`config.mk`:
```
export PLATFORM = sky130hd
export DESIGN_NAME = dldg_config
export DESIGN_NICKNAME = d
export VERILOG_FILES = /design/src/pkg/dldg_pkg.sv /design/src/hdl/dldg_config.sv /design/src/hdl/dldg_serial_port.sv
export SDC_FILE = /design/constraint.sdc
export NUM_CORES = 1
export LEC_CHECK = 0
export CORE_MARGIN = 2
export CORE_UTILIZATION = 30
export DETAILED_ROUTE_END_ITERATION = 8
export DONT_BUFFER_PORTS = 1
export RECOVER_POWER = 50
export SLEW_MARGIN = 20
export SYNTH_ARGS = -nofsm -noshare
export SYNTH_HDL_FRONTEND = slang
export SYNTH_HIERARCHICAL = 1
export SYNTH_SLANG_ARGS = --single-unit
```
`constraint.sdc`:
```
create_clock -name clk_i -period 1.8 [get_ports clk_i]
set_input_delay 0.36 -clock clk_i [delete_from_list [all_inputs] [get_ports clk_i]]
set_output_delay 0.36 -clock clk_i [all_outputs]
set_load 0.05 [all_outputs]
```
`src/pkg/dldg_pkg.sv`:
```
// package: register map, field layout and damping encodings
package dldg_pkg;

	// =====================================================================
	// register map (serial port addresses)
	localparam logic [6:0] SEC_DAMP_ADDR = 7'h6a;
	localparam logic [6:0] MAIN_DAMP_ADDR = 7'h6b;
	localparam logic [6:0] SEC_GAIN_ADDR = 7'h6c;

	// =====================================================================
	// reset values and writable-bit masks
	localparam logic [7:0] DAMP_RESET = 8'h13;
	localparam logic [7:0] GAIN_RESET = 8'hc2;
	localparam logic [7:0] DAMP_MASK = 8'h77;
	localparam logic [7:0] GAIN_MASK = 8'hf7;

	// =====================================================================
	// field positions
	localparam int AUTO_EN_BIT = 7;
	localparam int ANA_MSB = 6;
	localparam int ANA_LSB = 4;
	localparam int CODE_MSB = 2;
	localparam int CODE_LSB = 0;

	// =====================================================================
	// serial frame: 1 read flag, 7 address bits, 8 data bits
	localparam logic [4:0] ADDR_LAST_BIT = 5'h07;
	localparam logic [4:0] FRAME_LAST_BIT = 5'h0f;

	// =====================================================================
	// loop bandwidth classes and damping factors in tenths
	typedef enum logic [1:0] {
		DLDG_BW_LE4,
		DLDG_BW_8,
		DLDG_BW_35,
		DLDG_BW_70
	} dldg_bw_t;

	localparam logic [7:0] DAMP_1P2 = 8'h0c;
	localparam logic [7:0] DAMP_2P5 = 8'h19;
	localparam logic [7:0] DAMP_5 = 8'h32;
	localparam logic [7:0] DAMP_10 = 8'h64;
	localparam logic [7:0] DAMP_20 = 8'hc8;

endpackage

```
`src/hdl/dldg_config.sv`:
```
// damping and second phase detector gain configuration registers
//
// What this block does
// - damping regs 8-bit RW, reset 0x13, analog gain [6:4], code [2:0].
// - code selects damping; 011 default gives 5; 000, 110, 111 invalid.
// - damping depends on bandwidth class per the 4/8/35/70 Hz table.
// - damping [6:4] sets low-reference analog gain when auto gain enabled.
// - secondary gain register RW, reset 0xc2: enable bit7, analog, digital.
// - high-ref analog gain needs auto enable; digital gain used in digital feedback mode, auto enable or not.
`timescale 1ns/100ps
module dldg_config import dldg_pkg::*; (
	input  wire logic       clk_i,                // 50 MHz system clock
	input  wire logic       reset_i,              // synchronous reset
	input  wire logic       sclk_i,               // serial port clock pin
	input  wire logic       cs_n_i,               // serial chip select
	input  wire logic       sdi_i,                // serial data in
	output logic            sdo_o,                // serial data out
	output logic            sdo_oe_o,             // sdo drive enable
	input  wire dldg_bw_t   main_bw_i,            // main loop bandwidth
	input  wire dldg_bw_t   sec_bw_i,             // secondary bandwidth
	input  wire logic       main_auto_gain_en_i,  // main auto gain enable
	input  wire logic       main_digital_fb_i,    // main digital feedback
	input  wire logic       main_ref_high_i,      // main ref above 8 kHz
	input  wire logic       sec_digital_fb_i,     // secondary digital fb
	input  wire logic       sec_ref_high_i,       // secondary ref > 8 kHz
	output logic      [7:0] main_damping_o,       // factor in tenths
	output logic            main_damping_valid_o, // code is valid
	output logic      [7:0] sec_damping_o,        // factor in tenths
	output logic            sec_damping_valid_o,  // code is valid
	output logic      [2:0] main_pd_gain_o,       // main detector gain
	output logic            main_pd_gain_used_o,  // main gain applies
	output logic      [2:0] sec_pd_gain_o,        // secondary gain
	output logic            sec_pd_gain_used_o    // secondary gain applies
);

	// =====================================================================
	// damping lookup: returns {valid, factor in tenths}
	function automatic logic [8:0] damp_lookup(input logic [2:0] code,
		input dldg_bw_t bw);
		logic [7:0] f;
		f = DAMP_5;
		case (code)
			3'h1: begin
				f = (bw == DLDG_BW_LE4) ? DAMP_5 :
					(bw == DLDG_BW_8) ? DAMP_2P5 : DAMP_1P2;
			end
			3'h2: begin
				f = (bw == DLDG_BW_35 || bw == DLDG_BW_70) ?
					DAMP_2P5 : DAMP_5;
			end
			3'h3: begin
				f = DAMP_5;
			end
			3'h4: begin
				f = (bw == DLDG_BW_35 || bw == DLDG_BW_70) ?
					DAMP_10 : DAMP_5;
			end
			3'h5: begin
				f = (bw == DLDG_BW_70) ? DAMP_20 :
					(bw == DLDG_BW_35) ? DAMP_10 : DAMP_5;
			end
			default: begin
				// unused codes: flag invalid, keep a harmless factor
				return {1'b0, DAMP_5};
			end
		endcase
		return {1'b1, f};
	endfunction

	// =====================================================================
	// registers and serial port
	logic [7:0] sec_damp_cfg;
	logic [7:0] main_damp_cfg;
	logic [7:0] sec_gain_cfg;
	logic [6:0] addr;
	logic [7:0] wr_data;
	logic       wr_en;
	logic [7:0] rd_data;

	dldg_serial_port u_port (
		.clk_i     (clk_i),
		.reset_i   (reset_i),
		.sclk_i    (sclk_i),
		.cs_n_i    (cs_n_i),
		.sdi_i     (sdi_i),
		.rd_data_i (rd_data),
		.addr_o    (addr),
		.wr_data_o (wr_data),
		.wr_en_o   (wr_en),
		.sdo_o     (sdo_o),
		.sdo_oe_o  (sdo_oe_o)
	);

	wire wr_sec_damp = wr_en && addr == SEC_DAMP_ADDR;
	wire wr_main_damp = wr_en && addr == MAIN_DAMP_ADDR;
	wire wr_sec_gain = wr_en && addr == SEC_GAIN_ADDR;

	// unmapped addresses read as zero
	assign rd_data = (addr == SEC_DAMP_ADDR) ? sec_damp_cfg :
		(addr == MAIN_DAMP_ADDR) ? main_damp_cfg :
		(addr == SEC_GAIN_ADDR) ? sec_gain_cfg : 8'h00;

	always_ff @(posedge clk_i) begin
		if (reset_i) begin
			sec_damp_cfg <= DAMP_RESET;
			main_damp_cfg <= DAMP_RESET;
			sec_gain_cfg <= GAIN_RESET;
		end else begin
			// unused bits are held at zero so they read back as zero
			if (wr_sec_damp) begin
				sec_damp_cfg <= wr_data & DAMP_MASK;
			end
			if (wr_main_damp) begin
				main_damp_cfg <= wr_data & DAMP_MASK;
			end
			if (wr_sec_gain) begin
				sec_gain_cfg <= wr_data & GAIN_MASK;
			end
		end
	end

	// =====================================================================
	// field decode
	wire [2:0] main_damping_code = main_damp_cfg[CODE_MSB:CODE_LSB];
	wire [2:0] secondary_damping_code = sec_damp_cfg[CODE_MSB:CODE_LSB];
	wire [2:0] main_low_ref_analog_gain = main_damp_cfg[ANA_MSB:ANA_LSB];
	wire [2:0] secondary_low_ref_analog_gain =
		sec_damp_cfg[ANA_MSB:ANA_LSB];
	wire secondary_auto_gain_enable = sec_gain_cfg[AUTO_EN_BIT];
	wire [2:0] secondary_high_ref_analog_gain =
		sec_gain_cfg[ANA_MSB:ANA_LSB];
	wire [2:0] secondary_digital_feedback_gain =
		sec_gain_cfg[CODE_MSB:CODE_LSB];

	wire [8:0] main_damp = damp_lookup(main_damping_code, main_bw_i);
	wire [8:0] sec_damp = damp_lookup(secondary_damping_code, sec_bw_i);

	// main loop: only the low-reference analog gain lives here
	wire main_gain_used = !main_digital_fb_i && main_auto_gain_en_i &&
		!main_ref_high_i;

	// secondary: digital gain applies in digital feedback mode with or without auto gain, analog only with auto gain
	wire [2:0] sec_ana_gain = sec_ref_high_i ?
		secondary_high_ref_analog_gain : secondary_low_ref_analog_gain;
	wire [2:0] next_sec_gain = sec_digital_fb_i ?
		secondary_digital_feedback_gain : sec_ana_gain;
	wire next_sec_used = sec_digital_fb_i || secondary_auto_gain_enable;

	// =====================================================================
	// registered outputs
	always_ff @(posedge clk_i) begin
		if (reset_i) begin
			main_damping_o <= DAMP_5;
			main_damping_valid_o <= 1'b0;
			sec_damping_o <= DAMP_5;
			sec_damping_valid_o <= 1'b0;
			main_pd_gain_o <= 3'h0;
			main_pd_gain_used_o <= 1'b0;
			sec_pd_gain_o <= 3'h0;
			sec_pd_gain_used_o <= 1'b0;
		end else begin
			main_damping_o <= main_damp[7:0];
			main_damping_valid_o <= main_damp[8];
			sec_damping_o <= sec_damp[7:0];
			sec_damping_valid_o <= sec_damp[8];
			main_pd_gain_o <= main_low_ref_analog_gain;
			main_pd_gain_used_o <= main_gain_used;
			sec_pd_gain_o <= next_sec_gain;
			sec_pd_gain_used_o <= next_sec_used;
		end
	end
endmodule

```
`src/hdl/dldg_serial_port.sv`:
```
// serial configuration port slave: frames in, register strobes out
`timescale 1ns/100ps
module dldg_serial_port import dldg_pkg::*; (
	input  wire logic       clk_i,      // system clock
	input  wire logic       reset_i,    // synchronous reset
	input  wire logic       sclk_i,     // serial clock pin
	input  wire logic       cs_n_i,     // chip select pin, low active
	input  wire logic       sdi_i,      // serial data in pin
	input  wire logic [7:0] rd_data_i,  // read data for addr_o
	output logic      [6:0] addr_o,     // register address
	output logic      [7:0] wr_data_o,  // write data
	output logic            wr_en_o,    // one-cycle write strobe
	output logic            sdo_o,      // serial data out
	output logic            sdo_oe_o    // sdo drive enable
);

	// =====================================================================
	// pin synchronisers
	logic [2:0] sclk_sr;
	logic [1:0] cs_sr;
	logic [1:0] sdi_sr;
	logic [14:0] shift;
	logic [7:0] out_shift;
	logic [4:0] bit_cnt;
	logic is_read;
	logic load_pending;

	wire sclk_rise = sclk_sr[1] & ~sclk_sr[2];
	wire sclk_fall = ~sclk_sr[1] & sclk_sr[2];
	wire selected = ~cs_sr[1];
	wire sdi_bit = sdi_sr[1];

	always_ff @(posedge clk_i) begin
		if (reset_i) begin
			sclk_sr <= 3'h0;
			cs_sr <= 2'h3;
			sdi_sr <= 2'h0;
		end else begin
			sclk_sr <= {sclk_sr[1:0], sclk_i};
			cs_sr <= {cs_sr[0], cs_n_i};
			sdi_sr <= {sdi_sr[0], sdi_i};
		end
	end

	// =====================================================================
	// frame engine: sample on rising sclk, drive on falling sclk
	always_ff @(posedge clk_i) begin
		if (reset_i) begin
			shift <= 15'h0;
			out_shift <= 8'h0;
			bit_cnt <= 5'h0;
			is_read <= 1'b0;
			load_pending <= 1'b0;
			addr_o <= 7'h0;
			wr_data_o <= 8'h0;
			wr_en_o <= 1'b0;
			sdo_o <= 1'b0;
			sdo_oe_o <= 1'b0;
		end else begin
			wr_en_o <= 1'b0;
			load_pending <= 1'b0;
			sdo_oe_o <= selected;
			if (!selected) begin
				bit_cnt <= 5'h0;
			end else begin
				if (load_pending) begin
					out_shift <= rd_data_i;
				end
				if (sclk_rise) begin
					shift <= {shift[13:0], sdi_bit};
					bit_cnt <= bit_cnt + 5'h01;
					if (bit_cnt == ADDR_LAST_BIT) begin
						addr_o <= {shift[5:0], sdi_bit};
						is_read <= shift[6];
						load_pending <= 1'b1;
					end
					// a frame cut short never writes
					if (bit_cnt == FRAME_LAST_BIT && !is_read) begin
						wr_data_o <= {shift[6:0], sdi_bit};
						wr_en_o <= 1'b1;
					end
				end
				if (sclk_fall && bit_cnt > ADDR_LAST_BIT) begin
					sdo_o <= out_shift[7];
					out_shift <= {out_shift[6:0], 1'b0};
				end
			end
		end
	end
endmodule

```
==> out/qor.yml, run 1 <==
outcome: "complete, no violations"
root_buffer: "clkbuf_16"
utilization_pct: 34.5
viasPerCell: 4.87
io_buffers: 0
die_w_um: 115
avgRoutedWirePerCell_um: 13.8
worst_path_max_delay_cell: "and4bb_4"
post-route-drc-count: 0
critPathLaunchType: "flip-flop"
path_class: "flip-flop to flip-flop"
period_share_pct: 94.1
critPathMaxStageDelay_ns: 0.41
grt_pass1_wl_um: 12000
hold_buffers: 0
synth_area_um2: 3710
wl_um: 7280
reg2reg_depth: 6
numCtsBuffers: 9
place_inst: 513
skew_ns: 0.00536
max_slew.worst_pin.slew_ns: 0.510
htreeDepth: 3
peakVddDrop_v: 0.000447
first_pass_iters: 4
ant_nets: 0
cts_resized: 0
via_count: 2578
worst_ep_arrival_time_ns: 1.95
fmax_ghz: 0.590
layout-drive-gt1-share_pct: 9.42
p_leak_nw: 1.74
core_area_um2: 12000
cts_sinks: 91
cts_buffer_depth: 2
clk_pin_slew_worst_paths_ns: 0.07
syn_area_per_cell_um2: 9.60
hold_class: "input pin to flip-flop"
critPathMaxFanout: 8
clk_latency_ns: 0.34
first_global_vias: 2445
timing.final.crit_period_ns: 1.69
dieHeight_um: 115
die_area_um2: 13300
powerDensity_nw_per_um2: 998
grt_util_all_layers_pct: 11.6
dp_hpwl_um: 4960
mostFrequentLayoutCells: "dfxtp_1 (91), nor2_1 (62), mux2i_1 (48), nand2b_1 (21), nand3_1 (13)"
grt_antenna_before_repair: 0
power_mw: 4.13
slew-limit-headroom_pct: 66.0
rsz0062_at_grt: "no"
worstSetupEndpointType: "flip-flop"
stdcell_count: 529
drt_iter0_markers: 209
ios: 42
crit_chain: "and4bb_4 -> clkbuf_1 -> and3_1 -> nand2b_1 -> mux2i_1 -> a211oi_1"
cts_tree: "yes"
gp_congestion: 0.863
grt_max_degree: 87
finalHoldViolCount: 0
whs_path_depth: 1
slew_viol_final: 0
finalSetupViolations: 0
hold_ws_ns: 0.0819
areaGrowthSynthToFinish_pct: 11.7
r2r_end: "u_port/out_shift[7]"
rows: 40
postCtsSetupRepairBufs: 0
cap_violations: 0
fill_cells: 1206
final_common_cell: "dfxtp_1"
start_util_pct: 30.9
setup_tns_ns: 0
syn_inst: 386
final_net_count: 393
antenna_cells: 0
syn_nets: 402
holdPathEnd: "u_port/sclk_sr[0]"
crit_required_ns: 2.06
ys_warn_count: 6
r2r_slack_ns: 0.11
grt_overflow: 0
r2r-start: "u_port/addr_o[0]"
hold_start: "reset_i"
state kept, by name, indices dropped and copies added (netlist names), 2 cells and up:
register	cells
main_pd_gain_o	3
u_port/out_shift	8
u_port/bit_cnt	5
u_port/shift	7
u_port/sdi_sr	2
u_port/sclk_sr	3
sec_damp_cfg	6
sec_pd_gain_o	3
main_damp_cfg	6
u_port/addr_o	7
sec_gain_cfg	7
sec_damping_o	8
u_port/wr_data_o	7
main_damping_o	8
u_port/cs_sr	2
critical path: cells and delay by family, from the launching register on:
kind	cells	cell delay [ns]
multiplexers	1	0.07
flip-flops	1	0.34
AND/OR/NAND/NOR	3	0.74
AO/OA/AOI/OAI	1	0.21
buffers and inverters	1	0.25
report_power, final:
part / total [mW] / switching [mW] / internal (mW) / leakage [nW]
Clock: 2.02 / 0.793 / 1.23 / 0.158
Sequential: 2.07 / 0.0398 / 2.03 / 0.737
Combinational: 0.0434 / 0.0173 / 0.0262 / 0.847
Total: 4.13 / 0.850 / 3.28 / 1.74
layer usage:
metal  track usage (%)  routed length, µm
met3              3.43                375
met2              19.4               3410
met4              5.30                169
met1              13.7               3330
met5                 0                  0
per-stage QoR:
stage	cell area (µm²)	setup slack, ns
2_1_floorplan	3710	0.207
3_3_place_gp	3810	0.189
3_5_place_dp	3810	0.127
4_1_cts	4140	0.105
5_1_grt	4140	0.00834
6_report	4140	0.106
how the worst max path moves through the flow:
stage | startpoint | to | cells after the start
after global placement | u_port/bit_cnt[0] | u_port/out_shift[2] | 6
after floorplan | u_port/bit_cnt[0] | u_port/sdo_o | 6
after detailed placement | u_port/bit_cnt[0] | u_port/out_shift[6] | 6
final | u_port/addr_o[0] | u_port/out_shift[7] | 6
after global routing | u_port/bit_cnt[0] | u_port/out_shift[3] | 6
after CTS | u_port/bit_cnt[0] | u_port/out_shift[3] | 6
cell type report:
class / count / area (µm²) / area share, %
Clock buffer: 9 / 225 / 5.44
Clock inverter: 7 / 101 / 2.45
Inverter: 9 / 33.8 / 0.816
Multi-Input combinational cell: 257 / 1710 / 41.3
Sequential cell: 91 / 1820 / 44.0
Tap cell: 147 / 184 / 4.44
Timing Repair Buffer: 9 / 63.8 / 1.54
Note: power is estimated with default switching activity, not from simulation.
==> run 2: changes to the inputs <==
Settings changed: CTS_BUF_LIST from default to sky130_fd_sc_hd__clkbuf_4.
==> out/qor.yml, run 2 (synthesized netlist as in run 1, its figures left out) <==
gp_congestion: 0.863  # unchanged
rsz0062_at_grt: "no"
cap_violations: 0  # unchanged
ant_nets: 0  # unchanged
die_area_um2: 13300  # unchanged
worstSetupEndpointType: "flip-flop"
htreeDepth: 3  # unchanged
grt_util_all_layers_pct: 11.7  # +0.12 points
cp_top_family: "adder cells"
timing.final.crit_period_ns: 1.68  # -0.0175 ns
powerDensity_nw_per_um2: 845  # -15%
r2r_slack_ns: 0.12  # +0.02 ns
critPathMaxFanout: 8  # unchanged
final_common_cell: "dfxtp_1"
path_class: "flip-flop to flip-flop"
reg2reg_depth: 7  # +1
critPathMaxStageDelay_ns: 0.37  # -0.04 ns
numCtsBuffers: 9  # unchanged
crit_required_ns: 2.13  # +0.07 ns
avgRoutedWirePerCell_um: 13.9  # +0.70%
dieHeight_um: 115  # unchanged
grt_pass1_wl_um: 12200  # +1.5%
via_count: 2602  # +0.93%
antenna_cells: 0  # unchanged
mostFrequentLayoutCells: "dfxtp_1 (90), nor2_1 (62), mux2i_1 (48), nand2b_1 (21), nand3_1 (13)"
place_inst: 513  # unchanged
r2r-start: "u_port/bit_cnt[0]"
post-route-drc-count: 0  # unchanged
path_buf_inv: 1  # unchanged
grt_antenna_before_repair: 0  # unchanged
setup_tns_ns: 0  # unchanged
peakVddDrop_v: 0.000363  # -19%
p_leak_nw: 1.70  # -2.4%
clk_latency_ns: 0.43  # +0.09 ns
postCtsSetupRepairBufs: 0  # unchanged
ios: 42  # unchanged
first_pass_iters: 4  # unchanged
crit_chain: "ha_1 -> and3_1 -> ha_1 -> nand3b_1 -> clkbuf_2 -> mux2i_1 -> nor2_1"
first_global_vias: 2457  # +0.49%
cp-startpoint: "u_port/bit_cnt[0]"
worst_path_max_delay_cell: "dfxtp_2"
wl_um: 7420  # +1.8%
cts_sinks: 91  # unchanged
skew_ns: 0.00949  # +0.00413 ns
period_share_pct: 93.2  # -0.97 points
finalHoldViolCount: 0  # unchanged
start_util_pct: 30.9  # unchanged
regArea_um2: 1820  # about the same
final_net_count: 399  # +1.5%
hold_class: "input pin to flip-flop"
critPathLaunchType: "flip-flop"
root_buffer: "clkbuf_4"
areaGrowthSynthToFinish_pct: 9.15
crit_top_cell: "ha_1"
viasPerCell: 4.86  # -0.20%
finalSetupViolations: 0  # unchanged
r2r_end: "u_port/wr_data_o[4]"
clk_pin_slew_worst_paths_ns: 0.14  # +0.07 ns
fill_cells: 1215  # +0.75%
stdcell_count: 535  # +1.1%
worst_ep_arrival_time_ns: 2.01  # +0.06 ns
rows: 40  # unchanged
largestRegisters: "main_damping_o: 8 flops, sec_damping_o: 8 flops, u_port/out_shift: 8 flops"
multi_input_area_um2: 1710  # unchanged
slew-limit-headroom_pct: 65.8  # -0.18 points
outcome: "complete, no violations"
core_area_um2: 12000  # unchanged
io_buffers: 0  # unchanged
critPathCapture: "u_port/wr_data_o[4]"
grt_overflow: 0  # unchanged
layout-drive-gt1-share_pct: 9.54  # +0.11 points
fmax_ghz: 0.596  # +1.0%
grt_max_degree: 53  # -39%
max_slew.worst_pin.slew_ns: 0.513  # +0.00272 ns
drt_iter0_markers: 256  # +22%
slew_viol_final: 0  # unchanged
die_w_um: 115  # unchanged
dp_hpwl_um: 4960  # unchanged
cts_tree: "yes"
cp.depth: 7  # +1
cts_buffer_depth: 2  # unchanged
[run 2: area by class of cell]
class                      instances  share of cell area [%]
clock buffer                       9                    1.67
clock inverter                     7                    2.51
inverter                           9                   0.835
multi-input combinational        257                    42.3
sequential                        91                    45.1
tap                              147                    4.55
timing repair buffer              15                    3.09
[run 2: layer usage]
layer | routed length (µm) | global-route usage, % | share of wire [%] | vias to the layer above
met2 | 3490 | 19.8 | 47 | 62
met4 | 106 | 4.98 | 1.4 | 0
met5 | 0 | 0 | 0 | -
met3 | 317 | 3.06 | 4.3 | 8
li1 | - | - | - | 1329
met1 | 3500 | 14.1 | 47 | 1203
[run 2: worst min path at each step]
stage	to	from	cells past startpoint
global placement	u_port/cs_sr[1]	u_port/cs_sr[0]	1
floorplan	u_port/cs_sr[1]	u_port/cs_sr[0]	1
global route	main_damping_o[1]	reset_i	1
detailed placement	u_port/cs_sr[1]	u_port/cs_sr[0]	1
finish	sec_damping_o[2]	sec_bw_i[0]	1
CTS	sec_damping_o[2]	sec_bw_i[0]	1
[run 2: power by group]
| part | switching, mW | leakage [nW] | internal (mW) |
|---|---|---|---|
| combinational | 0.0366 | 0.874 | 0.0373 |
| clock | 0.697 | 0.0880 | 0.575 |
| sequential | 0.0400 | 0.738 | 2.03 |
[run 2: worst reg2reg max path, stage by stage, from the launching register on]
cell and delay [ns]:
dfxtp_2 0.37, ha_1 0.23, and3_1 0.19, ha_1 0.19, nand3b_1 0.07, clkbuf_2 0.26
mux2i_1 0.22, nor2_1 0.05
[run 2: through the flow]
step	hold WS, ns	instance area [µm²]	utilization, %	power (mW)	setup slack, ns
floorplan	0.389	3710	-	2.17	0.207
global placement	0.391	3810	31.8	2.16	0.189
detailed placement	0.396	3810	31.8	2.16	0.127
CTS	0.00344	4040	33.7	3.45	0.0824
global route	0.00477	4050	33.7	3.55	0.00677
finish	0.0220	4050	33.7	3.42	0.123
[run 2: timing repair]
action / 4_1_cts / 5_1_grt
hold buffers: 5 / 1
setup endpoints to repair: 0 / 6
endpoints found under the hold margin: 54 / 1
gates resized for setup: 0 / 2
==> run 3: changes to the inputs <==
Settings changed: REMOVE_ABC_BUFFERS from default to 1.
==> out/qor.yml, run 3 (synthesized netlist as in run 1, its figures left out) <==
reg2reg_depth: 6  # -1
numCtsBuffers: 9  # unchanged
clk_pin_slew_worst_paths_ns: 0.14  # about the same
r2r-start: "u_port/bit_cnt[0]"
skew_ns: 0.0166  # +0.00711 ns
stdcell_count: 536  # +0.19%
wl_um: 7570  # +2.1%
rows: 40  # unchanged
dieHeight_um: 115  # unchanged
worst_ep_arrival_time_ns: 2.07  # +0.06 ns
dp_hpwl_um: 4870  # -1.8%
grt_antenna_before_repair: 2  # +2
avgRoutedWirePerCell_um: 14.1  # +2.0%
layout-drive-gt1-share_pct: 9.02  # -0.52 points
largestRegisters: "main_damping_o: 8 flops, sec_damping_o: 8 flops, u_port/out_shift: 8 flops"
timing.final.crit_period_ns: 1.72  # +0.0469 ns
final_net_count: 400  # +0.25%
io_buffers: 0  # unchanged
gp_congestion: 0.882  # +2.2%
crit_required_ns: 2.15  # +0.02 ns
slew-limit-headroom_pct: 65.2  # -0.55 points
htreeDepth: 3  # unchanged
cts_sinks: 91  # unchanged
power_mw: 3.21  # -5.9%
areaGrowthSynthToFinish_pct: 8.71
seqPwrFrac_pct: 64.4  # +3.8 points
peakVddDrop_v: 0.000232  # -36%
drt_iter0_markers: 187  # -27%
whs_path_depth: 1  # unchanged
mostFrequentLayoutCells: "dfxtp_1 (90), nor2_1 (62), mux2i_1 (48), nand2b_1 (21), nand3_1 (13)"
clkPwrFrac_pct: 33.1  # -4.1 points
start_util_pct: 30.9  # unchanged
place_inst: 513  # unchanged
critPathMaxStageDelay_ns: 0.36  # about the same
cts_buffer_depth: 2  # unchanged
ios: 42  # unchanged
power.switching_uw: 738  # -4.5%
r2r_slack_ns: 0.08  # -0.05 ns
first_global_vias: 2418  # -1.6%
die_w_um: 115  # unchanged
via_count: 2641  # +1.5%
r2r_end: "u_port/out_shift[7]"
holdPathEnd: "main_damping_o[1]"
outcome: "complete, no violations"
worst_path_max_delay_cell: "dfxtp_2"
viasPerCell: 4.93  # +1.3%
cts_tree: "yes"
ant_nets: 0  # unchanged
core_area_um2: 12000  # unchanged
powerDensity_nw_per_um2: 798  # -5.5%
setup_slack_ns: 0.0763  # -0.0469 ns
pwr-share-comb_pct: 2.6  # +0.4 points
worstSetupEndpointType: "flip-flop"
swShare_pct: 23.0  # +0.33 points
grt_use_met2_pct: 18.6  # -1.2 points
grt_util_all_layers_pct: 12.0  # +0.32 points
rsz0062_at_grt: "no"
hold_start: "reset_i"
max_slew.worst_pin.slew_ns: 0.521  # +0.00823 ns
grt_max_degree: 55  # +3.8%
die_area_um2: 13300  # unchanged
crit_chain: "ha_1 -> nand4b_1 -> a21o_1 -> buf_4 -> mux2i_1 -> a211oi_1"
cap_violations: 0  # unchanged
final_common_cell: "dfxtp_1"
root_buffer: "clkbuf_4"
hold_class: "input pin to flip-flop"
first_pass_iters: 4  # unchanged
period_share_pct: 95.8  # +2.6 points
final_area_um2: 4030  # -0.40%
finalHoldViolCount: 0  # unchanged
fmax_ghz: 0.580  # -2.7%
finalSetupViolations: 0  # unchanged
use_met3_pct: 3.16  # +0.11 points
dpl_cell_area_um2: 3810  # unchanged
path_class: "flip-flop to flip-flop"
grt_pass1_wl_um: 12300  # +1.3%
post-route-drc-count: 0  # unchanged
busiest_layer: "met2"
grt_overflow: 0  # unchanged
dp_slack_ns: 0.123  # -0.00356 ns
met1_usage_pct: 15.8  # +1.7 points
critPathMaxFanout: 8  # unchanged
slew_viol_final: 0  # unchanged
clk_latency_ns: 0.45  # +0.02 ns
intPower_mw: 2.48  # -6.3%
postCtsSetupRepairBufs: 0  # unchanged
p_leak_nw: 1.69  # -0.70%
critPathLaunchType: "flip-flop"
==> run 3: cell count changes in the layout (fill, tap and decap cells not counted), sizes merged <==
cell | before | now
buf | 6 | 8
clkbuf | 13 | 11
bufinv | 2 | 1
clkinv | 3 | 4
diode | 0 | 1
dlygate4sd3 | 5 | 6
inv | 10 | 9
==> run 3: routing by layer <==
layer | up-vias | part of all wire, %
li1 | 1339 | -
met1 | 1239 | 49
met2 | 55 | 46
met3 | 8 | 3.4
met4 | 0 | 1.5
met5 | - | 0
==> run 3: through the flow <==
step	TNS, ns	hold WS, ns	util, %
finish	0	0.0548	33.5
global route	0	0.00257	33.5
CTS	0	0.00690	33.5
detailed placement	0	0.397	31.8
global placement	0	0.397	31.8
floorplan	-7.40	0.389	-
==> run 3: critical path, delay by kind of cell (launching register included) <==
family                   cells  cell delay, ns
AO/OA/AOI/OAI                2            0.50
flip-flops                   1            0.36
buffers and inverters        1            0.19
AND/OR/NAND/NOR              1            0.21
multiplexers                 1            0.12
adder cells (fa/ha/maj)      1            0.23
==> run 3: power by group through the flow <==
stage	Sequential [mW]	Clock, mW	Combinational (mW)
6_report	2.07	1.06	0.0821
5_1_grt	2.07	1.20	0.0897
4_1_cts	2.07	1.12	0.0841
3_5_place_dp	2.11	0	0.0454
3_3_place_gp	2.11	0	0.0443
2_1_floorplan	2.11	0	0.0384
==> run 3: worst max-delay path by stage <==
stage | end | startpoint | slack [ns]
6_report | u_port/out_shift[7] | u_port/bit_cnt[0] | 0.08
5_1_grt | u_port/out_shift[6] | u_port/bit_cnt[0] | 0.0007
4_1_cts | u_port/out_shift[7] | u_port/bit_cnt[0] | 0.09
3_5_place_dp | u_port/out_shift[7] | u_port/bit_cnt[0] | 0.12
3_3_place_gp | u_port/out_shift[4] | u_port/bit_cnt[0] | 0.20
2_1_floorplan | u_port/addr_o[0] | u_port/cs_sr[1] | -0.53
==> run 3: area by class of cell <==
class	count	area [µm²]
Fill cell	1242	7980
Clock inverter	6	57.6
Inverter	9	33.8
Clock buffer	9	67.6
Timing Repair Buffer	16	149
Sequential cell	91	1820
Multi-Input combinational cell	257	1710
Antenna cell	1	2.50
Tap cell	147	184
==> run 3: timing repair <==
item                                   CTS  global route
setup endpoints to repair                0             4
hold buffers                             7             0
endpoints found under the hold margin   56             0
resized for setup                        0             3
